### src/fpc_pkg.sv
// Purpose: Shared constants, carriers and the bus-cycle engine of the flash programmer controller.
// Assumes: One 40 MHz clock; flash pins are sampled synchronously to it.
// Notes:   The bus-cycle engine shares this file with the package.
// Functional notes
// - Sequences open AA at 5555, 55 at AAAA.
// - Command words have a zero upper byte.
// - Program: unlock, A0, then one word.
// - Erases and protect take six write cycles.
// - Verify reads with bit 5 low, bit 0 high.
// - Security on: unlock, A0, 98 at 0000.
// - Security off: chip erase form, pin high.
// - Security pin high only for security commands.
// - After timeout only reset recovers device; a read returns status.
`default_nettype none

package fpc_pkg;
  // Bus-cycle timing: strobe covers the command cycle and access time, hold covers address hold.
  localparam int unsigned CLK_NS    = 25;
  localparam int unsigned STROBE_NS = 120;
  localparam int unsigned HOLD_NS   = 50;
  localparam logic [2:0]  STROBE_CYC = 3'((STROBE_NS + CLK_NS - 1) / CLK_NS);
  localparam logic [2:0]  HOLD_CYC   = 3'((HOLD_NS + CLK_NS - 1) / CLK_NS);

  // Unlock pattern and command words.
  localparam logic [17:0] UNLOCK1_ADDR = 18'h05555;
  localparam logic [17:0] UNLOCK2_ADDR = 18'h0AAAA;
  localparam logic [17:0] ZERO_ADDR    = 18'h00000;
  localparam logic [15:0] UNLOCK1_DATA = 16'h00AA;
  localparam logic [15:0] UNLOCK2_DATA = 16'h0055;
  localparam logic [15:0] CODE_RESET   = 16'h00F0;
  localparam logic [15:0] CODE_PROGRAM = 16'h00A0;
  localparam logic [15:0] CODE_ERASE   = 16'h0080;
  localparam logic [15:0] CODE_CHIP    = 16'h0010;
  localparam logic [15:0] CODE_BLOCK   = 16'h0030;
  localparam logic [15:0] CODE_PROTECT = 16'h009A;
  localparam logic [15:0] CODE_VERIFY  = 16'h0090;
  localparam logic [15:0] CODE_SEC_ON  = 16'h0098;

  // Controller command numbers written by software.
  localparam logic [3:0] CMD_READ    = 4'h0;
  localparam logic [3:0] CMD_RST1    = 4'h1;
  localparam logic [3:0] CMD_RST3    = 4'h2;
  localparam logic [3:0] CMD_PROG    = 4'h3;
  localparam logic [3:0] CMD_CHIP    = 4'h4;
  localparam logic [3:0] CMD_BLOCK   = 4'h5;
  localparam logic [3:0] CMD_PROTECT = 4'h6;
  localparam logic [3:0] CMD_VERIFY  = 4'h7;
  localparam logic [3:0] CMD_SEC_ON  = 4'h8;
  localparam logic [3:0] CMD_SEC_OFF = 4'h9;
  localparam logic [3:0] CMD_LAST    = 4'h9;

  // APB register byte offsets and reset values.
  localparam logic [7:0] OFS_CMD     = 8'h00;
  localparam logic [7:0] OFS_ADDR    = 8'h04;
  localparam logic [7:0] OFS_WDATA   = 8'h08;
  localparam logic [7:0] OFS_STATUS  = 8'h0C;
  localparam logic [7:0] OFS_RDATA   = 8'h10;
  localparam logic [7:0] OFS_PINCTRL = 8'h14;
  localparam int unsigned ST_BUSY_BIT  = 0;
  localparam int unsigned ST_READY_BIT = 1;
  localparam int unsigned ST_REFUSED_BIT = 2;
  localparam logic [15:0] RDATA_RESET = 16'h0000;

  typedef struct packed {
    logic        is_read;
    logic        last;
    logic [17:0] addr;
    logic [15:0] data;
  } fpc_cyc_type;

  typedef struct packed {
    logic        ce_n;
    logic        oe_n;
    logic        we_n;
    logic [17:0] addr;
    logic [15:0] dq_out;
    logic        dq_oe_n;
  } fpc_bus_type;

  typedef struct packed {
    fpc_bus_type bus;
    logic        rst_n;
    logic        security_access_pin;
  } fpc_pins_type;

  // Reads and resets must run even while the device reports busy.
  function automatic logic fpc_needs_ready(input logic [3:0] cmd);
    return !(cmd == CMD_READ || cmd == CMD_RST1 || cmd == CMD_RST3);
  endfunction

  function automatic logic fpc_is_security(input logic [3:0] cmd);
    return cmd == CMD_SEC_ON || cmd == CMD_SEC_OFF;
  endfunction

  // Third-cycle command word of each unlocked sequence.
  function automatic logic [15:0] fpc_code(input logic [3:0] cmd);
    logic [15:0] c;
    c = CODE_ERASE;
    if (cmd == CMD_PROG || cmd == CMD_SEC_ON) c = CODE_PROGRAM;
    else if (cmd == CMD_PROTECT) c = CODE_PROTECT;
    else if (cmd == CMD_VERIFY) c = CODE_VERIFY;
    else if (cmd == CMD_RST3) c = CODE_RESET;
    return c;
  endfunction

  // Bus cycle number idx of command cmd; loc and word are the software location and data.
  function automatic fpc_cyc_type fpc_step(input logic [3:0] cmd, input logic [2:0] idx,
                                           input logic [17:0] loc, input logic [15:0] word);
    fpc_cyc_type c;
    c = '{is_read: 1'b0, last: 1'b0, addr: UNLOCK1_ADDR, data: UNLOCK1_DATA};
    if (idx == 3'd0 && cmd == CMD_READ) begin
      c = '{is_read: 1'b1, last: 1'b1, addr: loc, data: 16'h0000};
    end else if (idx == 3'd0 && cmd == CMD_RST1) begin
      c = '{is_read: 1'b0, last: 1'b1, addr: loc, data: CODE_RESET};
    end else if (idx == 3'd1 || idx == 3'd4) begin
      c.addr = UNLOCK2_ADDR;
      c.data = UNLOCK2_DATA;
    end else if (idx == 3'd2) begin
      c.data = fpc_code(cmd);
      c.last = (cmd == CMD_RST3);
    end else if (idx == 3'd3 && cmd == CMD_PROG) begin
      c = '{is_read: 1'b0, last: 1'b1, addr: loc, data: word};
    end else if (idx == 3'd3 && cmd == CMD_VERIFY) begin
      c = '{is_read: 1'b1, last: 1'b1, addr: {loc[17:6], 1'b0, loc[4:1], 1'b1}, data: 16'h0000};
    end else if (idx == 3'd3 && cmd == CMD_SEC_ON) begin
      c = '{is_read: 1'b0, last: 1'b1, addr: ZERO_ADDR, data: CODE_SEC_ON};
    end else if (idx == 3'd5) begin
      c.last = 1'b1;
      c.data = (cmd == CMD_BLOCK) ? CODE_BLOCK : (cmd == CMD_PROTECT) ? CODE_PROTECT : CODE_CHIP;
      if (cmd == CMD_BLOCK) c.addr = loc;
    end
    return c;
  endfunction
endpackage

// One asynchronous bus cycle: setup, a strobe of STROBE_CYC clocks, then a hold of HOLD_CYC clocks.
module fpc_bus_cycle import fpc_pkg::*; (
  input  wire logic        pclk,
  input  wire logic        presetn,
  input  wire logic        req,
  input  wire fpc_cyc_type cyc,
  input  wire logic [15:0] dq_in,
  output var  fpc_bus_type bus,
  output var  logic        done,
  output var  logic [15:0] rdata
);
  typedef enum logic [1:0] {BC_IDLE, BC_SETUP, BC_STROBE, BC_HOLD} fpc_bc_state_type;

  fpc_bc_state_type state_reg, state_next;
  fpc_bus_type      bus_reg, bus_next;
  logic [2:0]       cnt_reg, cnt_next;
  logic             rd_reg, rd_next;
  logic             done_reg, done_next;
  logic [15:0]      rdata_reg, rdata_next;

  // Address and data settle one clock before the strobe so the device sees them stable.
  always_comb begin
    state_next = state_reg;
    bus_next   = bus_reg;
    cnt_next   = cnt_reg;
    rd_next    = rd_reg;
    done_next  = 1'b0;
    rdata_next = rdata_reg;
    unique case (state_reg)
      BC_IDLE: if (req) begin
        bus_next.ce_n    = 1'b0;
        bus_next.addr    = cyc.addr;
        bus_next.dq_out  = cyc.data;
        bus_next.dq_oe_n = cyc.is_read;
        rd_next          = cyc.is_read;
        state_next       = BC_SETUP;
      end
      BC_SETUP: begin
        bus_next.oe_n = ~rd_reg;
        bus_next.we_n = rd_reg;
        cnt_next      = STROBE_CYC - 3'd1;
        state_next    = BC_STROBE;
      end
      BC_STROBE: if (cnt_reg == 3'd0) begin
        bus_next.oe_n = 1'b1;
        bus_next.we_n = 1'b1;
        if (rd_reg) rdata_next = dq_in;
        cnt_next   = HOLD_CYC - 3'd1;
        state_next = BC_HOLD;
      end else begin
        cnt_next = cnt_reg - 3'd1;
      end
      BC_HOLD: if (cnt_reg == 3'd0) begin
        bus_next.ce_n    = 1'b1;
        bus_next.dq_oe_n = 1'b1;
        done_next        = 1'b1;
        state_next       = BC_IDLE;
      end else begin
        cnt_next = cnt_reg - 3'd1;
      end
    endcase
  end

  always_ff @(posedge pclk or negedge presetn) begin
    if (!presetn) begin
      state_reg <= BC_IDLE;
      bus_reg   <= '{ce_n: 1'b1, oe_n: 1'b1, we_n: 1'b1, addr: 18'h00000, dq_out: 16'h0000, dq_oe_n: 1'b1};
      cnt_reg   <= 3'h0;
      rd_reg    <= 1'b0;
      done_reg  <= 1'b0;
      rdata_reg <= RDATA_RESET;
    end else begin
      state_reg <= state_next;
      bus_reg   <= bus_next;
      cnt_reg   <= cnt_next;
      rd_reg    <= rd_next;
      done_reg  <= done_next;
      rdata_reg <= rdata_next;
    end
  end

  assign bus   = bus_reg;
  assign done  = done_reg;
  assign rdata = rdata_reg;
endmodule

`default_nettype wire

### src/fpc_top.sv
// Purpose: APB-controlled programmer that drives unlock command sequences into a parallel flash.
// Assumes: Zero-wait APB slave; ready_not_busy_pin and dq_in are synchronous to pclk.
// Notes:   Software loads location and word, then writes a command number; status shows progress.
`default_nettype none

module fpc_top import fpc_pkg::*; (
  input  wire logic         pclk,
  input  wire logic         presetn,
  input  wire logic         psel,
  input  wire logic         penable,
  input  wire logic         pwrite,
  input  wire logic [7:0]   paddr,
  input  wire logic [31:0]  pwdata,
  output var  logic [31:0]  prdata,
  output var  logic         pready,
  output var  logic         pslverr,
  input  wire logic [15:0]  dq_in,
  input  wire logic         ready_not_busy_pin,
  output var  fpc_pins_type flash_out
);
  typedef enum logic [1:0] {ST_IDLE, ST_WAITRDY, ST_ISSUE, ST_WAIT} fpc_state_type;

  fpc_state_type state_reg, state_next;
  logic [3:0]    cmd_reg, cmd_next;
  logic [2:0]    idx_reg, idx_next;
  logic [17:0]   loc_reg, loc_next;
  logic [15:0]   word_reg, word_next;
  logic [15:0]   rdata_reg, rdata_next;
  logic          sec_reg, sec_next;
  logic          devrst_reg, devrst_next;
  logic          rst_n_reg, rst_n_next;
  logic          refused_reg, refused_next;
  logic          ready_reg;
  logic          req_reg, req_next;
  logic [31:0]   prdata_reg, prdata_next;
  logic          pready_reg, pready_next;
  logic          pslverr_reg, pslverr_next;
  logic          busy;
  logic          wr_en;
  logic          bad_write;
  fpc_cyc_type   step;
  fpc_bus_type   bus;
  logic          cyc_done;
  logic [15:0]   cyc_rdata;

  assign busy  = (state_reg != ST_IDLE);
  assign step  = fpc_step(cmd_reg, idx_reg, loc_reg, word_reg);
  assign wr_en = psel & penable & pwrite & pready_reg & ~pslverr_reg;

  // Sequence inputs may not change under a running sequence, so such writes are refused.
  always_comb begin
    bad_write = 1'b0;
    if (pwrite && busy && (paddr == OFS_CMD || paddr == OFS_ADDR || paddr == OFS_WDATA)) bad_write = 1'b1;
    if (pwrite && paddr == OFS_CMD && pwdata[3:0] > CMD_LAST) bad_write = 1'b1;
    if (pwrite && (paddr == OFS_STATUS || paddr == OFS_RDATA)) bad_write = 1'b1;
  end

  // APB slave and sequencer next state; the answer is prepared in the setup cycle.
  always_comb begin
    state_next   = state_reg;
    cmd_next     = cmd_reg;
    idx_next     = idx_reg;
    loc_next     = loc_reg;
    word_next    = word_reg;
    rdata_next   = rdata_reg;
    sec_next     = sec_reg;
    devrst_next  = devrst_reg;
    refused_next = refused_reg;
    req_next     = 1'b0;
    pready_next  = psel & ~penable;
    prdata_next  = prdata_reg;
    pslverr_next = 1'b0;
    if (psel && !penable) begin
      pslverr_next = bad_write;
      unique case (paddr)
        OFS_CMD:     prdata_next = {28'h0000000, cmd_reg};
        OFS_ADDR:    prdata_next = {14'h0000, loc_reg};
        OFS_WDATA:   prdata_next = {16'h0000, word_reg};
        OFS_STATUS:  prdata_next = {29'h00000000, refused_reg, ready_reg, busy};
        OFS_RDATA:   prdata_next = {16'h0000, rdata_reg};
        OFS_PINCTRL: prdata_next = {31'h00000000, devrst_reg};
        default: begin
          prdata_next  = 32'h00000000;
          pslverr_next = 1'b1;
        end
      endcase
    end
    if (psel && penable && pready_reg && pslverr_reg && pwrite) refused_next = 1'b1;
    if (wr_en && paddr == OFS_ADDR) loc_next = pwdata[17:0];
    if (wr_en && paddr == OFS_WDATA) word_next = pwdata[15:0];
    if (wr_en && paddr == OFS_PINCTRL) devrst_next = pwdata[0];
    rst_n_next = ~devrst_next;
    unique case (state_reg)
      ST_IDLE: if (wr_en && paddr == OFS_CMD) begin
        cmd_next     = pwdata[3:0];
        idx_next     = 3'd0;
        refused_next = 1'b0;
        sec_next     = fpc_is_security(pwdata[3:0]);
        state_next   = ST_WAITRDY;
      end
      // A busy device drops commands, but reads and resets must still get through.
      ST_WAITRDY: if (ready_reg || !fpc_needs_ready(cmd_reg)) begin
        state_next = ST_ISSUE;
      end
      ST_ISSUE: begin
        req_next   = 1'b1;
        state_next = ST_WAIT;
      end
      ST_WAIT: if (cyc_done) begin
        if (step.is_read) rdata_next = cyc_rdata;
        if (step.last) begin
          sec_next   = 1'b0;
          state_next = ST_IDLE;
        end else begin
          idx_next   = idx_reg + 3'd1;
          state_next = ST_ISSUE;
        end
      end
    endcase
  end

  always_ff @(posedge pclk or negedge presetn) begin
    if (!presetn) begin
      state_reg   <= ST_IDLE;
      cmd_reg     <= CMD_READ;
      idx_reg     <= 3'd0;
      loc_reg     <= 18'h00000;
      word_reg    <= 16'h0000;
      rdata_reg   <= RDATA_RESET;
      sec_reg     <= 1'b0;
      devrst_reg  <= 1'b0;
      rst_n_reg   <= 1'b1;
      refused_reg <= 1'b0;
      ready_reg   <= 1'b0;
      req_reg     <= 1'b0;
      prdata_reg  <= 32'h00000000;
      pready_reg  <= 1'b0;
      pslverr_reg <= 1'b0;
    end else begin
      state_reg   <= state_next;
      cmd_reg     <= cmd_next;
      idx_reg     <= idx_next;
      loc_reg     <= loc_next;
      word_reg    <= word_next;
      rdata_reg   <= rdata_next;
      sec_reg     <= sec_next;
      devrst_reg  <= devrst_next;
      rst_n_reg   <= rst_n_next;
      refused_reg <= refused_next;
      ready_reg   <= ready_not_busy_pin;
      req_reg     <= req_next;
      prdata_reg  <= prdata_next;
      pready_reg  <= pready_next;
      pslverr_reg <= pslverr_next;
    end
  end

  fpc_bus_cycle u_cycle (
    .pclk    (pclk),
    .presetn (presetn),
    .req     (req_reg),
    .cyc     (step),
    .dq_in   (dq_in),
    .bus     (bus),
    .done    (cyc_done),
    .rdata   (cyc_rdata)
  );

  // Pin and bus outputs are all flop outputs gathered into their carriers.
  assign flash_out = '{bus: bus, rst_n: rst_n_reg, security_access_pin: sec_reg};
  assign prdata    = prdata_reg;
  assign pready    = pready_reg;
  assign pslverr   = pslverr_reg;
endmodule

`default_nettype wire

### config.mk
export PLATFORM = sky130hd
export DESIGN_NAME = fpc_top
export DESIGN_NICKNAME = d
export VERILOG_FILES = /design/src/fpc_pkg.sv /design/src/fpc_top.sv
export SDC_FILE = /design/constraint.sdc
export NUM_CORES = 1
export LEC_CHECK = 0
export BUFFER_PORTS_ARGS = -buffer_cell sky130_fd_sc_hd__buf_2
export CAP_MARGIN = 10
export CORE_MARGIN = 2
export CORE_UTILIZATION = 50
export CTS_CLUSTER_SIZE = 8
export DETAILED_ROUTE_END_ITERATION = 16
export GPL_TIMING_DRIVEN = 1
export PLACE_DENSITY = 0.74
export SETUP_SLACK_MARGIN = 0.05
export SLEW_MARGIN = 25
export SYNTH_ARGS = -nofsm -noshare
export SYNTH_HDL_FRONTEND = slang
export SYNTH_SLANG_ARGS = --single-unit
### constraint.sdc
create_clock -name pclk -period 2.9 [get_ports pclk]
set_clock_uncertainty 0.1 [all_clocks]
set_input_delay 0.29 -clock pclk [delete_from_list [all_inputs] [get_ports pclk]]
set_output_delay 0.29 -clock pclk [all_outputs]
set_load 0.02 [all_outputs]
Word level (Yosys, flattened, before mapping)
Cells that the tools add are included.
{"block": "op_classes", "add_sub_neg": 2, "order_cmp": 1, "n_eq_ne": 34, "n_mux": 58, "bitwise": 9, "reduce_logical": 52}
{"operator": "$mux W36", "count": 4}
{"operator": "$pmux W18 S6", "count": 1}
{"operator": "$mux W35", "count": 2}
{"operator": "$mux W18", "count": 2}
{"operator": "$mux W34", "count": 1}
{"operator": "$mux W7", "count": 4}
{"operator": "$mux W1", "count": 20}
{"operator": "$logic_and A1 B1 Y1", "count": 19}
{"operator": "$eq A8 B4 Y1 const B", "count": 2}
{"operator": "$eq A8 B5 Y1 const B", "count": 2}
{"operator": "$mux W16", "count": 1}
{"operator": "$mux W2", "count": 8}
{"operator": "$mux W8", "count": 2}
{"operator": "$pmux W2 S4", "count": 2}
{"operator": "$mux W3", "count": 5}
{"operator": "$reduce_and A3 Y1", "count": 5}
{"operator": "$eq A4 B3 Y1 const B", "count": 3}
{"operator": "$eq A4 B4 Y1 const B", "count": 3}
{"operator": "$ne A2 B2 Y1 const B", "count": 6}
{"operator": "$logic_or A1 B1 Y1", "count": 9}
{"operator": "$pmux W3 S3", "count": 1}
{"operator": "$eq A2 B2 Y1 const B", "count": 4}
{"operator": "$eq A4 B2 Y1 const B", "count": 2}
{"operator": "$eq A8 B3 Y1 const B", "count": 1}
{"operator": "24 further kinds", "count": 47}
{"block": "word_totals", "reg_bits": 160, "input_bits": 62, "output_inout_bits": 74, "elab_cells": 182}

Depth between registers and ports, before layout
{"block": "logic_depth", "word_depth": 14, "depth_mapped": 8, "ltp_nobuf": 7}

Hierarchy
From an unflattened synthesis, not the netlist that was laid out.
{"block": "unflattened", "hier_cells": 626, "hier_area_um2": 7178.1}
{"module": "fpc_top", "instances": 1, "cells_per_inst": 458, "area_per_inst_um2": 4647.0, "seq_area_each_um2": 2128.3}
{"module": "fpc_bus_cycle", "instances": 1, "cells_per_inst": 168, "area_per_inst_um2": 2531.2, "seq_area_each_um2": 1531.5}

Least setup slack after synthesis
OpenSTA, ideal clock, no wires.
{"block": "synth_path", "path_kind": "register -> register", "startpoint": "reg idx_reg[0]", "endpoint": "reg rdata_reg[10]", "setup_ps": 125, "arrival_time_ps": 2134, "required_ps": 2675, "slack_ps": 541, "path_stages_with_launch": 8, "path_buffers": 1, "period_less_slack_ps": 2359, "path_cell_list": "dfrtp_1 > inv_1 > ha_1 > mux2_2 > o32a_1 > nor2_2 > buf_4 > mux2_2"}
{"block": "synth_via", "elab_chain_cells": 9, "elab_cells_between_ends": 17, "classes_between": "eq/ne (4); mux (6); reduce/logical (7)"}
{"item": "from (decl)", "line": "fpc_top.sv:25", "source": "logic [2:0] idx_reg, idx_next;"}
{"item": "from (signal assigned)", "line": "fpc_top.sv:142", "source": "idx_reg <= idx_next;"}
{"item": "$eq A3 B2 Y1", "line": "fpc_pkg.sv:121, fpc_pkg.sv:123"}
{"item": "$logic_and A1 B1 Y1", "line": "fpc_pkg.sv:123", "source": "end else if (idx == 3'd3 && cmd == CMD_VERIFY) begin"}
{"item": "$mux W36", "line": "fpc_pkg.sv:123"}
{"item": "$mux W36", "line": "fpc_pkg.sv:121", "source": "end else if (idx == 3'd3 && cmd == CMD_PROG) begin"}
{"item": "$mux W1", "line": "fpc_pkg.sv:118", "source": "end else if (idx == 3'd2) begin"}
{"item": "$mux W2", "line": "fpc_pkg.sv:115", "source": "end else if (idx == 3'd1 || idx == 3'd4) begin"}
{"item": "$mux W36", "line": "fpc_pkg.sv:113", "source": "end else if (idx == 3'd0 && cmd == CMD_RST1) begin"}
{"item": "$mux W36 (*)", "line": "fpc_pkg.sv:111", "source": "if (idx == 3'd0 && cmd == CMD_READ) begin"}
{"item": "$reduce_and A3 Y1 (no line) (*)"}
{"item": "to (signal assigned)", "line": "fpc_top.sv:145", "source": "rdata_reg <= rdata_next;"}
{"item": "to (decl)", "line": "fpc_top.sv:28", "source": "logic [15:0] rdata_reg, rdata_next;"}
Mark *: on every way between the ends. The rest lies on a longest branch, timed or not.
A chain may end at the register's enable or synchronous reset.

Worst setup path after layout
{"block": "layout_path", "startpoint": "reg idx_reg[0]", "endpoint": "reg rdata_reg[11]"}
Same word-level chain as after synthesis.

==> summary.txt <==
Setup path
  • Startpoint Class: flop
  • Slowest CP cell: o32a_1
  • Worst Path Required: 3.10 ns
  • Crit path max fanout: 16
  • Crit path top cell by count: mux2_2
  • Critical Path, Cell by Cell: inv_1 > ha_1 > mux2_2 > o32a_1 > nor2_2 > buf_4 > mux2_2
  • Setup crit start: idx_reg[0]
  • Critical path type: flop to flop
  • FF-to-FF Start: idx_reg[0]
  • Arrival @ worst endpoint: 2.71 ns
  • CP Capture Type: flop
  • CP peak stage delay: 0.44 ns

Clocking
  • Cts repair resizes: 0
  • CTS Hold Buffers Added: 9
  • Clock Tree Buf Depth: 2
  • Setup Buffers After CTS: 0
  • CTS tree: done
  • H-tree depth: 4
  • Clock latency on the worst-skew pair: 0.42 ns
  • CTS root buffer: clkbuf_16
  • Clock slew at reported path FFs: 0.06 ns
  • Clock Sinks: 146
  • CTS Buf Count: 17

Pwr
  • Leak: about 3.9 nW
  • PD cells: 790 mW/mm2
  • Maximum vdd drop: 0.555 mV

Floorplanning
  • Die X: between 100 and 150 um
  • Initial Util: 50.9%
  • CORE AREA: 0.0132 mm2
  • Die height: 120 um
  • Ports: 136
  • Die area: 0.0144 mm2
  • FP Rows: 42

Timing
  • Max Transition Viols Final: 0
  • Fin Setup TNS: 0 ns
  • Fmax: 398 MHz
  • RSZ-0062 raised after global routing: false
  • Slew @ Worst Pin: 0.795 ns
  • Max_slew headroom: 46.6%
  • WHS: 0.0104 ns
  • Fin crit period: around 2.5 ns
  • Fin crit share: 86.7%
  • Hold Fails Final Rpt: 0
  • Final Setup Violations: 0

Finish
  • Fill cell count: around 1000
  • Post-Layout Inst Area: 0.00808 mm2
  • Max FFs per register: 38
  • Final non-filler cell total: 893
  • Synthesis-to-finish area growth: 20.4%
  • Commonest non-fill, non-tap cell in the layout: dfrtp_1
  • Multi-input gate area: around 0.0028 mm2
  • Nets: 778
  • Most frequent cells in the layout: dfrtp_1 (141), buf_2 (106), mux2_2 (71)
  • Register area: 0.00366 mm2
  • Share of cells above drive strength 1: 33.5%
  • Final core utilization: 61.3%

Worst hold path
  • Worst hold start: dq_in[15]
  • Worst min-delay path class: input port to flop

GRT
  • Vias in the first global route: 5244
  • Routing usage on met3: 6.04%
  • Initial antenna violation count: 1
  • GRT Overall Usage: ~24%
  • Total grt overflow: 0
  • Global-route wire length before repair: around 27000 um
  • Top Usage Layer GRT: met2
  • Grt met1 use: 32.2%
  • Grt met2 use: 38.7%
  • Maximum number of pins on one net before global-route repair: between 60 and 70

Synthesis
  • Synth top area cells: dfrtp_1 (53%), mux2_2 (12%), a22oi_1 (2.6%), o21ai_0 (2.5%), ha_1 (2.2%)
  • Syn_area_per_cell: 11.6 um2
  • Area share of the largest cell type after synthesis: 52.5%
  • Post-Syn Instances: 581
  • Seq/Total Area, Yosys: 54.5%
  • Synth unique cells: 59
  • Post-synthesis simple-gate area fraction: 10.2%
  • Mux cell area share after synthesis: between 10% and 20%
  • Synth Area in Compound Gates: 14.8%
  • Number of synthesized flops with an enable pin: 0
  • Main flop type after synthesis: dfrtp_1
  • Xor and xnor area share after synthesis: 0%
  • Yosys reg bits: 146
  • Synth warnings: 0
  • Post-synth top area cell: dfrtp_1
  • Post-synthesis adder-cell area fraction: 2.24%
  • Largest family of logic cells by synthesized area: compound AO/OA/AOI/OAI gates
  • Async S/R FF share, synth: 100%
  • Cell area after synthesis: between 0.006 and 0.007 mm2

Detailed routing
  • Vias: about 5000
  • Initial DRC Count: roughly 380
  • Detailed-route DRC error count: 0
  • Final ANT Viol Nets: 0
  • Post-detailed-route via-to-cell ratio: 5.74
  • WL per Instance: 18.7 um
  • Drt first pass iters: 5
  • Final WL: 16700 um

Placed design
  • Gpl congestion: approximately 0.89
  • Placed inst area: 0.00743 mm2
  • Port buffer count: ~110
  • Placed insts: 852
  • Final HPWL DP: between 10000 and 15000 um

Run status
  • Status: finished clean

Job
  • Max_cap viols: 0
## worst paths after layout
| kind | to | slack (ns) | depth (start not counted) |
|---|---|---|---|
| max | rdata_reg[11] | 0.38 | 7 |
| min | u_cycle.rdata[15] | 0.01 | 2 |
| max reg2reg | rdata_reg[11] | 0.38 | 7 |
| min reg2reg | rst_n_reg | 0.34 | 1 |
| max in group asynchronous | loc_reg[15] | 1.64 | 3 |
| min in group asynchronous | idx_reg[2] | 0.31 | 2 |
## kinds of logic (layout without fill, tap and decap cells)
logic type,after synthesis,after routing
other cells,1,15
fa+ha+maj,12,12
mux,79,79
flops,146,146
buf+inv,64,186
compound gates,147,147
simple gates,132,132
## stage by stage
stage                     total power [mW]  setup slack, ns
final                                 6.38            0.385
after global placement                4.24            0.482
after CTS                             6.42            0.399
after floorplan                       3.77            0.541
after global routing                  6.72            0.277
after detailed placement              4.34            0.421
## synth_stat cells (all sizes together), types with 2 or more instances
cell,number
a31oi,6
o32a,2
a32o,2
o32ai,2
nor2,40
nor4,3
mux2,71
a221o,5
dfrtp,141
o2111ai,2
nand3,4
a221oi,3
nand3b,2
ha,12
nor2b,8
nand4,3
nand2,41
a22o,15
and4,2
o21ai,34
inv,21
nor3,5
and2,2
a21oi,28
dfstp,5
and3,5
a22oi,23
nor4b,2
or4,3
mux4,2
o21a,4
a21o,4
or2,2
clkbuf,21
nand2b,5
buf,22
o22a,3
mux2i,6
o22ai,7
## routing by layer
| layer | vias to the layer above | wire, um |
|---|---|---|
| met5 | - | 0 |
| met4 | 0 | 535 |
| met3 | 34 | 1080 |
| met2 | 196 | 7940 |
| met1 | 2561 | 7170 |
| li1 | 2332 | - |
## area by class of cell
| type | count | share of cell area (%) |
|---|---|---|
| antenna | 1 | 0.0310 |
| clock buffer | 22 | 5.87 |
| clock inverter | 9 | 1.02 |
| inverter | 21 | 0.975 |
| multi-input combinational | 384 | 34.5 |
| sequential | 146 | 45.3 |
| tap | 176 | 2.72 |
| timing repair buffer | 134 | 9.64 |
## critical path, delay by kind of cell (launching register included)
| family | cells | cell delay, ns |
|---|---|---|
| compound gates | 1 | 0.44 |
| buf+inv | 2 | 0.35 |
| flops | 1 | 0.42 |
| fa+ha+maj | 1 | 0.27 |
| mux | 2 | 0.70 |
| simple gates | 1 | 0.11 |
## report_power, final
| group | switching, mW | total, mW | internal, mW |
|---|---|---|---|
| sequential | 0.252 | 2.66 | 2.41 |
| clock | 0.819 | 2.06 | 1.24 |
| combinational | 0.993 | 1.67 | 0.672 |
Power figures use the tool's default switching activity.
